<file path="src/pc_seq_pkg.sv">
package pc_seq_pkg;
   localparam int PC_W = 10;
   localparam int STACK_DEPTH = 8;
   localparam int SP_W = 3;
   localparam logic [9:0] VEC_RESET = 10'h000;
   localparam logic [9:0] VEC_SOFT_INT = 10'h001;
   localparam logic [9:0] VEC_HW_INT = 10'h008;
   localparam logic [9:0] PC_STEP = 10'h001;
   // Target field widths per branch class
   localparam int SHORT_W = 8;
   localparam int JUMP_W = 9;
   localparam logic [9:0] PC_RESERVED_LO = 10'h3FE;
   localparam logic [9:0] ROLLING_LO = 10'h00E;

   typedef enum logic [3:0] {
      OP_NONE,
      OP_SHORT_CALL,
      OP_JUMP_IN_PAGE,
      OP_CALL_IN_PAGE,
      OP_JUMP,
      OP_LONG_CALL,
      OP_LONG_JUMP,
      OP_RETURN,
      OP_RETURN_WITH_LITERAL,
      OP_RETURN_FROM_INTERRUPT,
      OP_SKIP
   } flow_op_t;

   typedef struct packed {
      flow_op_t op;
      logic [9:0] target;
      logic skip_taken;
   } flow_req_t;
endpackage : pc_seq_pkg

</file>
<file path="src/program_counter_sequencer.sv">
`timescale 1ns/10ps
// Summary of operation
// - Program counter is 10 bits, covering all 1K program words.
// - Reset loads the counter with entry address 0x000.
// - Software interrupt redirects the counter to 0x001 when no hardware interrupt is taken.
// - Any hardware interrupt redirects the counter to 0x008.
// - Short call, in-page jump and call reach a 256-location window.
// - Plain jump reaches a 512-location range.
// - Long call and long jump reach any program address.
// - Calls and interrupts push the next address on the stack.
// - All three returns pop the stack top into the counter.
// - Rolling-code words 0x00E-0x00F fetch like ordinary words.
// - One cycle per instruction; taken branches and skips take two.
module program_counter_sequencer (
   input wire logic clk_sys,
   input wire logic rst_b,
   input wire logic cycle_en,
   input wire pc_seq_pkg::flow_req_t flow_req,
   input wire logic soft_int_take,
   input wire logic hw_int_take,
   output logic [pc_seq_pkg::PC_W-1:0] fetch_addr_ff,
   output logic flush_ff,
   output logic [pc_seq_pkg::SP_W-1:0] stack_ptr_ff,
   output logic reserved_fetch_ff
);
   logic [pc_seq_pkg::PC_W-1:0] pc_ff;
   logic [pc_seq_pkg::PC_W-1:0] nxt_pc;
   logic [pc_seq_pkg::PC_W-1:0] pc_inc;
   logic [pc_seq_pkg::PC_W-1:0] stack_mem [pc_seq_pkg::STACK_DEPTH];
   logic [pc_seq_pkg::SP_W-1:0] nxt_sp;
   logic [pc_seq_pkg::SP_W-1:0] top_idx;
   logic do_push;
   logic do_pop;
   logic redirect;
   logic bubble_ff;

   assign pc_inc = pc_ff + pc_seq_pkg::PC_STEP;
   assign top_idx = stack_ptr_ff - 3'h1;

   // Second cycle of a taken branch or skip executes nothing
   always_comb begin
      nxt_pc = pc_inc;
      do_push = 1'b0;
      do_pop = 1'b0;
      redirect = 1'b0;
      if (hw_int_take) begin
         nxt_pc = pc_seq_pkg::VEC_HW_INT;
         do_push = 1'b1;
         redirect = 1'b1;
      end else if (soft_int_take) begin
         nxt_pc = pc_seq_pkg::VEC_SOFT_INT;
         do_push = 1'b1;
         redirect = 1'b1;
      end else if (!bubble_ff) begin
         case (flow_req.op)
            pc_seq_pkg::OP_SHORT_CALL,
            pc_seq_pkg::OP_CALL_IN_PAGE: begin
               nxt_pc = {pc_ff[9:8], flow_req.target[7:0]};
               do_push = 1'b1;
               redirect = 1'b1;
            end
            pc_seq_pkg::OP_JUMP_IN_PAGE: begin
               nxt_pc = {pc_ff[9:8], flow_req.target[7:0]};
               redirect = 1'b1;
            end
            pc_seq_pkg::OP_JUMP: begin
               nxt_pc = {pc_ff[9], flow_req.target[8:0]};
               redirect = 1'b1;
            end
            pc_seq_pkg::OP_LONG_CALL: begin
               nxt_pc = flow_req.target;
               do_push = 1'b1;
               redirect = 1'b1;
            end
            pc_seq_pkg::OP_LONG_JUMP: begin
               nxt_pc = flow_req.target;
               redirect = 1'b1;
            end
            pc_seq_pkg::OP_RETURN,
            pc_seq_pkg::OP_RETURN_WITH_LITERAL,
            pc_seq_pkg::OP_RETURN_FROM_INTERRUPT: begin
               nxt_pc = stack_mem[top_idx];
               do_pop = 1'b1;
               redirect = 1'b1;
            end
            pc_seq_pkg::OP_SKIP: begin
               redirect = flow_req.skip_taken;
            end
            default: begin
               nxt_pc = pc_inc;
            end
         endcase
      end
   end

   // Pointer wraps: ninth push lands on the oldest slot, no flag
   always_comb begin
      nxt_sp = stack_ptr_ff;
      if (do_push) begin
         nxt_sp = stack_ptr_ff + 3'h1;
      end else if (do_pop) begin
         nxt_sp = top_idx;
      end
   end

   always_ff @(posedge clk_sys or negedge rst_b) begin
      if (!rst_b) begin
         pc_ff <= pc_seq_pkg::VEC_RESET;
      end else if (cycle_en) begin
         pc_ff <= nxt_pc;
      end
   end

   always_ff @(posedge clk_sys) begin
      if (cycle_en && do_push) begin
         stack_mem[stack_ptr_ff] <= pc_inc;
      end
   end

   always_ff @(posedge clk_sys or negedge rst_b) begin
      if (!rst_b) begin
         stack_ptr_ff <= '0;
      end else if (cycle_en) begin
         stack_ptr_ff <= nxt_sp;
      end
   end

   always_ff @(posedge clk_sys or negedge rst_b) begin
      if (!rst_b) begin
         bubble_ff <= 1'b0;
         flush_ff <= 1'b0;
      end else if (cycle_en) begin
         bubble_ff <= redirect && !bubble_ff;
         flush_ff <= redirect && !bubble_ff;
      end
   end

   always_ff @(posedge clk_sys or negedge rst_b) begin
      if (!rst_b) begin
         fetch_addr_ff <= pc_seq_pkg::VEC_RESET;
         reserved_fetch_ff <= 1'b0;
      end else if (cycle_en) begin
         fetch_addr_ff <= nxt_pc;
         reserved_fetch_ff <= nxt_pc >= pc_seq_pkg::PC_RESERVED_LO;
      end
   end

   a_reset_vector: assert property (
      @(posedge clk_sys) $rose(rst_b) |-> pc_ff == pc_seq_pkg::VEC_RESET)
      else $error("pc not at reset vector after reset");

   a_soft_vector: assert property (
      @(posedge clk_sys) disable iff (!rst_b)
      cycle_en && soft_int_take && !hw_int_take |=> pc_ff == pc_seq_pkg::VEC_SOFT_INT)
      else $error("software interrupt vector wrong");

   a_hw_vector: assert property (
      @(posedge clk_sys) disable iff (!rst_b)
      cycle_en && hw_int_take |=> pc_ff == pc_seq_pkg::VEC_HW_INT)
      else $error("hardware interrupt vector wrong");

   a_page_window: assert property (
      @(posedge clk_sys) disable iff (!rst_b)
      cycle_en && !hw_int_take && !soft_int_take && !bubble_ff
      && flow_req.op == pc_seq_pkg::OP_JUMP_IN_PAGE
      |=> pc_ff[9:8] == $past(pc_ff[9:8]) && pc_ff[7:0] == $past(flow_req.target[7:0]))
      else $error("in-page jump left its window");

   a_jump_range: assert property (
      @(posedge clk_sys) disable iff (!rst_b)
      cycle_en && !hw_int_take && !soft_int_take && !bubble_ff
      && flow_req.op == pc_seq_pkg::OP_JUMP
      |=> pc_ff == {$past(pc_ff[9]), $past(flow_req.target[8:0])})
      else $error("jump target outside range");

   a_long_reach: assert property (
      @(posedge clk_sys) disable iff (!rst_b)
      cycle_en && !hw_int_take && !soft_int_take && !bubble_ff
      && flow_req.op == pc_seq_pkg::OP_LONG_JUMP |=> pc_ff == $past(flow_req.target))
      else $error("long jump target wrong");

   a_call_return: assert property (
      @(posedge clk_sys) disable iff (!rst_b)
      cycle_en && !hw_int_take && !soft_int_take && !bubble_ff
      && flow_req.op == pc_seq_pkg::OP_LONG_CALL
      |=> stack_ptr_ff == $past(stack_ptr_ff) + 3'h1
      && stack_mem[$past(stack_ptr_ff)] == $past(pc_inc))
      else $error("call did not push next address");

   a_pop_top: assert property (
      @(posedge clk_sys) disable iff (!rst_b)
      cycle_en && !hw_int_take && !soft_int_take && !bubble_ff
      && flow_req.op == pc_seq_pkg::OP_RETURN
      |=> pc_ff == $past(stack_mem[top_idx]) && stack_ptr_ff == $past(top_idx))
      else $error("return did not pop stack top");

   a_branch_bubble: assert property (
      @(posedge clk_sys) disable iff (!rst_b)
      cycle_en && redirect && !bubble_ff |=> bubble_ff && flush_ff)
      else $error("taken branch did not take two cycles");

   // Companion checks: each branch class, both interrupt pushes, idle, wrap
   a_soft_push: assert property (
      @(posedge clk_sys) disable iff (!rst_b)
      cycle_en && soft_int_take && !hw_int_take
      |=> stack_ptr_ff == $past(stack_ptr_ff) + 3'h1
      && stack_mem[$past(stack_ptr_ff)] == $past(pc_inc))
      else $error("software interrupt did not push next address");

   a_hw_push: assert property (
      @(posedge clk_sys) disable iff (!rst_b)
      cycle_en && hw_int_take
      |=> stack_ptr_ff == $past(stack_ptr_ff) + 3'h1
      && stack_mem[$past(stack_ptr_ff)] == $past(pc_inc))
      else $error("hardware interrupt did not push next address");

   a_short_call: assert property (
      @(posedge clk_sys) disable iff (!rst_b)
      cycle_en && !hw_int_take && !soft_int_take && !bubble_ff
      && flow_req.op == pc_seq_pkg::OP_SHORT_CALL
      |=> pc_ff[9:8] == $past(pc_ff[9:8]) && pc_ff[7:0] == $past(flow_req.target[7:0]))
      else $error("short call left its window");

   a_page_call: assert property (
      @(posedge clk_sys) disable iff (!rst_b)
      cycle_en && !hw_int_take && !soft_int_take && !bubble_ff
      && flow_req.op == pc_seq_pkg::OP_CALL_IN_PAGE
      |=> pc_ff[9:8] == $past(pc_ff[9:8]) && pc_ff[7:0] == $past(flow_req.target[7:0]))
      else $error("in-page call left its window");

   a_long_call: assert property (
      @(posedge clk_sys) disable iff (!rst_b)
      cycle_en && !hw_int_take && !soft_int_take && !bubble_ff
      && flow_req.op == pc_seq_pkg::OP_LONG_CALL
      |=> pc_ff == $past(flow_req.target) && stack_ptr_ff == $past(stack_ptr_ff) + 3'h1)
      else $error("long call target wrong");

   a_literal_pop: assert property (
      @(posedge clk_sys) disable iff (!rst_b)
      cycle_en && !hw_int_take && !soft_int_take && !bubble_ff
      && flow_req.op == pc_seq_pkg::OP_RETURN_WITH_LITERAL
      |=> pc_ff == $past(stack_mem[top_idx]) && stack_ptr_ff == $past(top_idx))
      else $error("literal return did not pop stack top");

   a_interrupt_pop: assert property (
      @(posedge clk_sys) disable iff (!rst_b)
      cycle_en && !hw_int_take && !soft_int_take && !bubble_ff
      && flow_req.op == pc_seq_pkg::OP_RETURN_FROM_INTERRUPT
      |=> pc_ff == $past(stack_mem[top_idx]) && stack_ptr_ff == $past(top_idx))
      else $error("interrupt return did not pop stack top");

   a_fetch_follows: assert property (
      @(posedge clk_sys) disable iff (!rst_b)
      fetch_addr_ff == pc_ff)
      else $error("fetch address differs from program counter");

   a_plain_step: assert property (
      @(posedge clk_sys) disable iff (!rst_b)
      cycle_en && !redirect |=> pc_ff == $past(pc_inc) && !flush_ff)
      else $error("plain instruction did not step by one");

   a_bubble_ends: assert property (
      @(posedge clk_sys) disable iff (!rst_b)
      cycle_en && bubble_ff |=> !bubble_ff && !flush_ff)
      else $error("branch took more than two cycles");

   a_hold_idle: assert property (
      @(posedge clk_sys) disable iff (!rst_b)
      !cycle_en |=> $stable(pc_ff) && $stable(stack_ptr_ff) && $stable(flush_ff))
      else $error("state moved without cycle enable");

   a_reserved_flag: assert property (
      @(posedge clk_sys) disable iff (!rst_b)
      reserved_fetch_ff == (fetch_addr_ff >= pc_seq_pkg::PC_RESERVED_LO))
      else $error("reserved fetch flag wrong");

   a_rolling_words: assert property (
      @(posedge clk_sys) disable iff (!rst_b)
      cycle_en && !redirect && pc_ff == pc_seq_pkg::ROLLING_LO
      |=> pc_ff == pc_seq_pkg::ROLLING_LO + pc_seq_pkg::PC_STEP)
      else $error("rolling-code word not fetched in order");

   a_stack_wrap: assert property (
      @(posedge clk_sys) disable iff (!rst_b)
      cycle_en && do_push && stack_ptr_ff == '1 |=> stack_ptr_ff == '0)
      else $error("stack pointer did not wrap");

   a_skip_taken: assert property (
      @(posedge clk_sys) disable iff (!rst_b)
      cycle_en && !hw_int_take && !soft_int_take && !bubble_ff
      && flow_req.op == pc_seq_pkg::OP_SKIP && flow_req.skip_taken
      |=> flush_ff && pc_ff == $past(pc_inc))
      else $error("taken skip did not flush");

   a_jump_no_push: assert property (
      @(posedge clk_sys) disable iff (!rst_b)
      cycle_en && !hw_int_take && !soft_int_take && !bubble_ff
      && (flow_req.op == pc_seq_pkg::OP_JUMP || flow_req.op == pc_seq_pkg::OP_LONG_JUMP
      || flow_req.op == pc_seq_pkg::OP_JUMP_IN_PAGE)
      |=> $stable(stack_ptr_ff))
      else $error("jump touched the stack");
endmodule : program_counter_sequencer

</file>
<file path="config.mk">
export PLATFORM = sky130hd
export DESIGN_NAME = program_counter_sequencer
export DESIGN_NICKNAME = d
export VERILOG_FILES = /design/src/pc_seq_pkg.sv /design/src/program_counter_sequencer.sv
export SDC_FILE = /design/constraint.sdc
export NUM_CORES = 1
export LEC_CHECK = 0
export BUFFER_PORTS_ARGS = -buffer_cell sky130_fd_sc_hd__buf_2
export CORE_UTILIZATION = 52
export DETAILED_ROUTE_END_ITERATION = 8
export PLACE_DENSITY = 0.71
export SLEW_MARGIN = 20
export SYNTH_ARGS = -nofsm -noshare
export SYNTH_HDL_FRONTEND = slang
export SYNTH_SLANG_ARGS = --single-unit
</file>
<file path="constraint.sdc">
create_clock -name clk_sys -period 4.7 [get_ports clk_sys]
set_input_delay 0.94 -clock clk_sys [delete_from_list [all_inputs] [get_ports clk_sys]]
set_output_delay 0.94 -clock clk_sys [all_outputs]
set_load 0.01 [all_outputs]
</file>
==> impl_metrics.ini <==
[critical_path]
max_stage_delay_ns = 0.96
crit_start = stack_ptr_ff[1]
cp_slowest_cell = ha_1
cp-end-kind = flop
required_ns = 4.98
worstPathMaxFanout = 25
crit_family = adder cells
crit_chain = inv_1 -> ha_1 -> mux4_2 -> nand2_1 -> a21oi_1 -> o221ai_1 -> nor3_1 -> nand4b_1 -> o32ai_1
start_kind = flop
r2r-start = stack_ptr_ff[1]
crit_type = flop to flop
path_buf_inv = 1
worstPathArrival_ns = 3.36

[place]
routabilityCongestion = 0.912
dpl_worst_slack_ns = 1.45
placedCellCount = 482
place_hpwl_um = 7560
numPortBuffers = 34

[global_route]
grt_max_degree = 28
track_usage = 0.266
grt_pass1_vias = 2972
antenna_found_initial = 0
overflow = 0
grt_pass1_wl_um = 16800

[synth]
ys_warn_count = 0
syn_avg_cell_area_um2 = 12.7
yosysSeqAreaShare = 0.618
synth_cell_types = 56
synth_fp_nets = 378
netlist_area_mm2 = 0.00449
synth_edf_count = 80
netlist_instances = 355
yosys_register_bits = 95
synthFlopType = edfxtp_1
async_flop_share = 0.158

[min_path]
hold_path.class = primary input to async pin

[finish]
fillers = 646
layout-drive-gt1-share = 0.193
synthToLayoutAreaGrowth_pct = 9.81
regArea_mm2 = 0.00278
layout_commonest_cell = edfxtp_1
stdcell_count = 498
nets = 411
multi_input_area_mm2 = 0.00156
diodes = 0
most-common-layout-cells = edfxtp_1, nand2_1, buf_2

[floorplanning]
core_area_mm2 = 0.00830
io_pins = 35
die_w_um = 94.9
rows = 33
dieArea_mm2 = 0.00901
initial_core_util = 0.541
die_y_um = 94.9

[timing]
fin_skew_ns = 0.0150
hold_violations = 0
post-route-period-util = 0.656
min_period_ns = 3.08
whs_ns = 0.481
worst_pin_slew_ns = 1.05
timing.fmax_mhz = 324
setup-violations-final = 0
slew_headroom = 0.300
fin_setup_tns_ns = 0
drv_slew = 0
final.setup.worst_slack_ns = 1.62
grt_setup_unrepaired = false

[drt]
wl_per_cell_um = 22.2
vias = 3175
routed_wl_um = 11000
postRouteAntennaNets = 0
drt_first_pass_iters = 6
routed_via_density = 6.38
drc = 0
dr.first_iter.drc_count = 299

[clock_tree]
post-cts-setup-buffers = 0
cts_num_sinks = 95
clock-root-buffer = clkbuf_8
cts.clk_slew.worst_paths_ns = 0.10
insertion_delay_ns = 0.36
cts_resized = 0
ctsHoldBuffers = 0
cts_made_buffers = 9
cts_tree = built
cts_max_level = 3
clockBufferDepth = 2

[job]
maxCapViolCount = 0

[outcome]
status = finished clean

[power_and_ir_drop]
vdd_ir_drop_max_uv = 284
p_per_area_mw_per_mm2 = 537
leakage_nw = 1.82
## Yosys cell counts, types with 3 or more instances
cell       number  share of area
a2111oi_0       3         0.0059
xnor2_1         4         0.0078
a21oi_1        16          0.018
nand4_1         5         0.0070
xor2_1          7          0.014
nor3_1          5         0.0056
nor2b_1         4         0.0056
dfrtp_1        15          0.084
nand2_1        48          0.040
o22ai_1         4         0.0056
inv_1          11         0.0092
ha_1            3         0.0084
a41oi_1         3         0.0059
mux2i_1        10          0.022
o21ai_0        13          0.014
a31oi_1         9          0.013
nor2_1         27          0.023
nand3_1        13          0.014
edfxtp_1       80           0.53
mux4_2          8          0.040
clkbuf_1        6         0.0050
buf_2           9          0.010
o31ai_1         3         0.0050
nand2b_1        4         0.0056
mux2_2          3         0.0075
a21o_1          3         0.0050
## per-stage QoR
stage / power, mW / area, um2 / utilization
after floorplan: 1.85 / 4490 / -
after global placement: 2.11 / 4740 / 0.572
after detailed placement: 2.12 / 4740 / 0.572
after CTS: 2.64 / 4930 / 0.594
after global routing: 2.76 / 4930 / 0.594
final: 2.65 / 4930 / 0.594
## cell families (layout without fill, tap and decap cells)
| kind of cell | after synthesis | after routing | synth area share |
|---|---|---|---|
| simple gates | 114 | 114 | 0.114 |
| flops | 95 | 95 | 0.618 |
| compound gates | 76 | 76 | 0.118 |
| buf+inv | 32 | 70 | 0.0343 |
| mux | 23 | 23 | 0.0816 |
| xor+xnor | 12 | 12 | 0.0251 |
| fa+ha+maj | 3 | 3 | 0.00836 |
## path summary, 6_finish.rpt
check	end	slack, ns	cells after the start
max in group asynchronous	stack_ptr_ff[2]	3.92	1
min reg2reg	reserved_fetch_ff	0.56	2
max reg2reg	reserved_fetch_ff	1.62	9
min in group clk_sys	reserved_fetch_ff	0.56	2
min	bubble_ff	0.48	1
max	reserved_fetch_ff	1.62	9
## where the power goes
| group | switching (mW) | total [mW] | internal [mW] |
|---|---|---|---|
| Combinational | 0.647 | 1.02 | 0.376 |
| Clock | 0.280 | 0.525 | 0.245 |
| Sequential | 0.0641 | 1.10 | 1.04 |
## worst register-to-register path, stage by stage (launching register included)
cell      delay [ns]
dfrtp_1         0.54
inv_1           0.11
ha_1            0.96
mux4_2          0.38
nand2_1         0.08
a21oi_1         0.16
o221ai_1        0.16
nor3_1          0.25
nand4b_1        0.12
o32ai_1         0.26
## area by class of cell
type	count	area share
repair buffers	42	0.0467
inverters	12	0.00913
clock inverters	6	0.0122
flip-flops and latches	95	0.563
clock buffers	10	0.0259
multi-input cells	228	0.316
well taps	105	0.0266
## routing by layer
| layer | share of wire | wire length, um | GRT usage | up-vias |
|---|---|---|---|---|
| met3 | 0.084 | 926 | 0.0548 | 29 |
| li1 | - | - | - | 1418 |
| met4 | 0.029 | 324 | 0.112 | 0 |
| met2 | 0.47 | 5190 | 0.410 | 153 |
| met1 | 0.42 | 4610 | 0.368 | 1575 |
| met5 | 0 | 0 | 0 | - |
## sequential cells by signal, summed over array words and instances, names as in the netlist
signal and cells:
bubble_ff 1, fetch_addr_ff 10, reserved_fetch_ff 1, stack_mem 80, stack_ptr_ff 3
(Power assumes the default switching activity.)
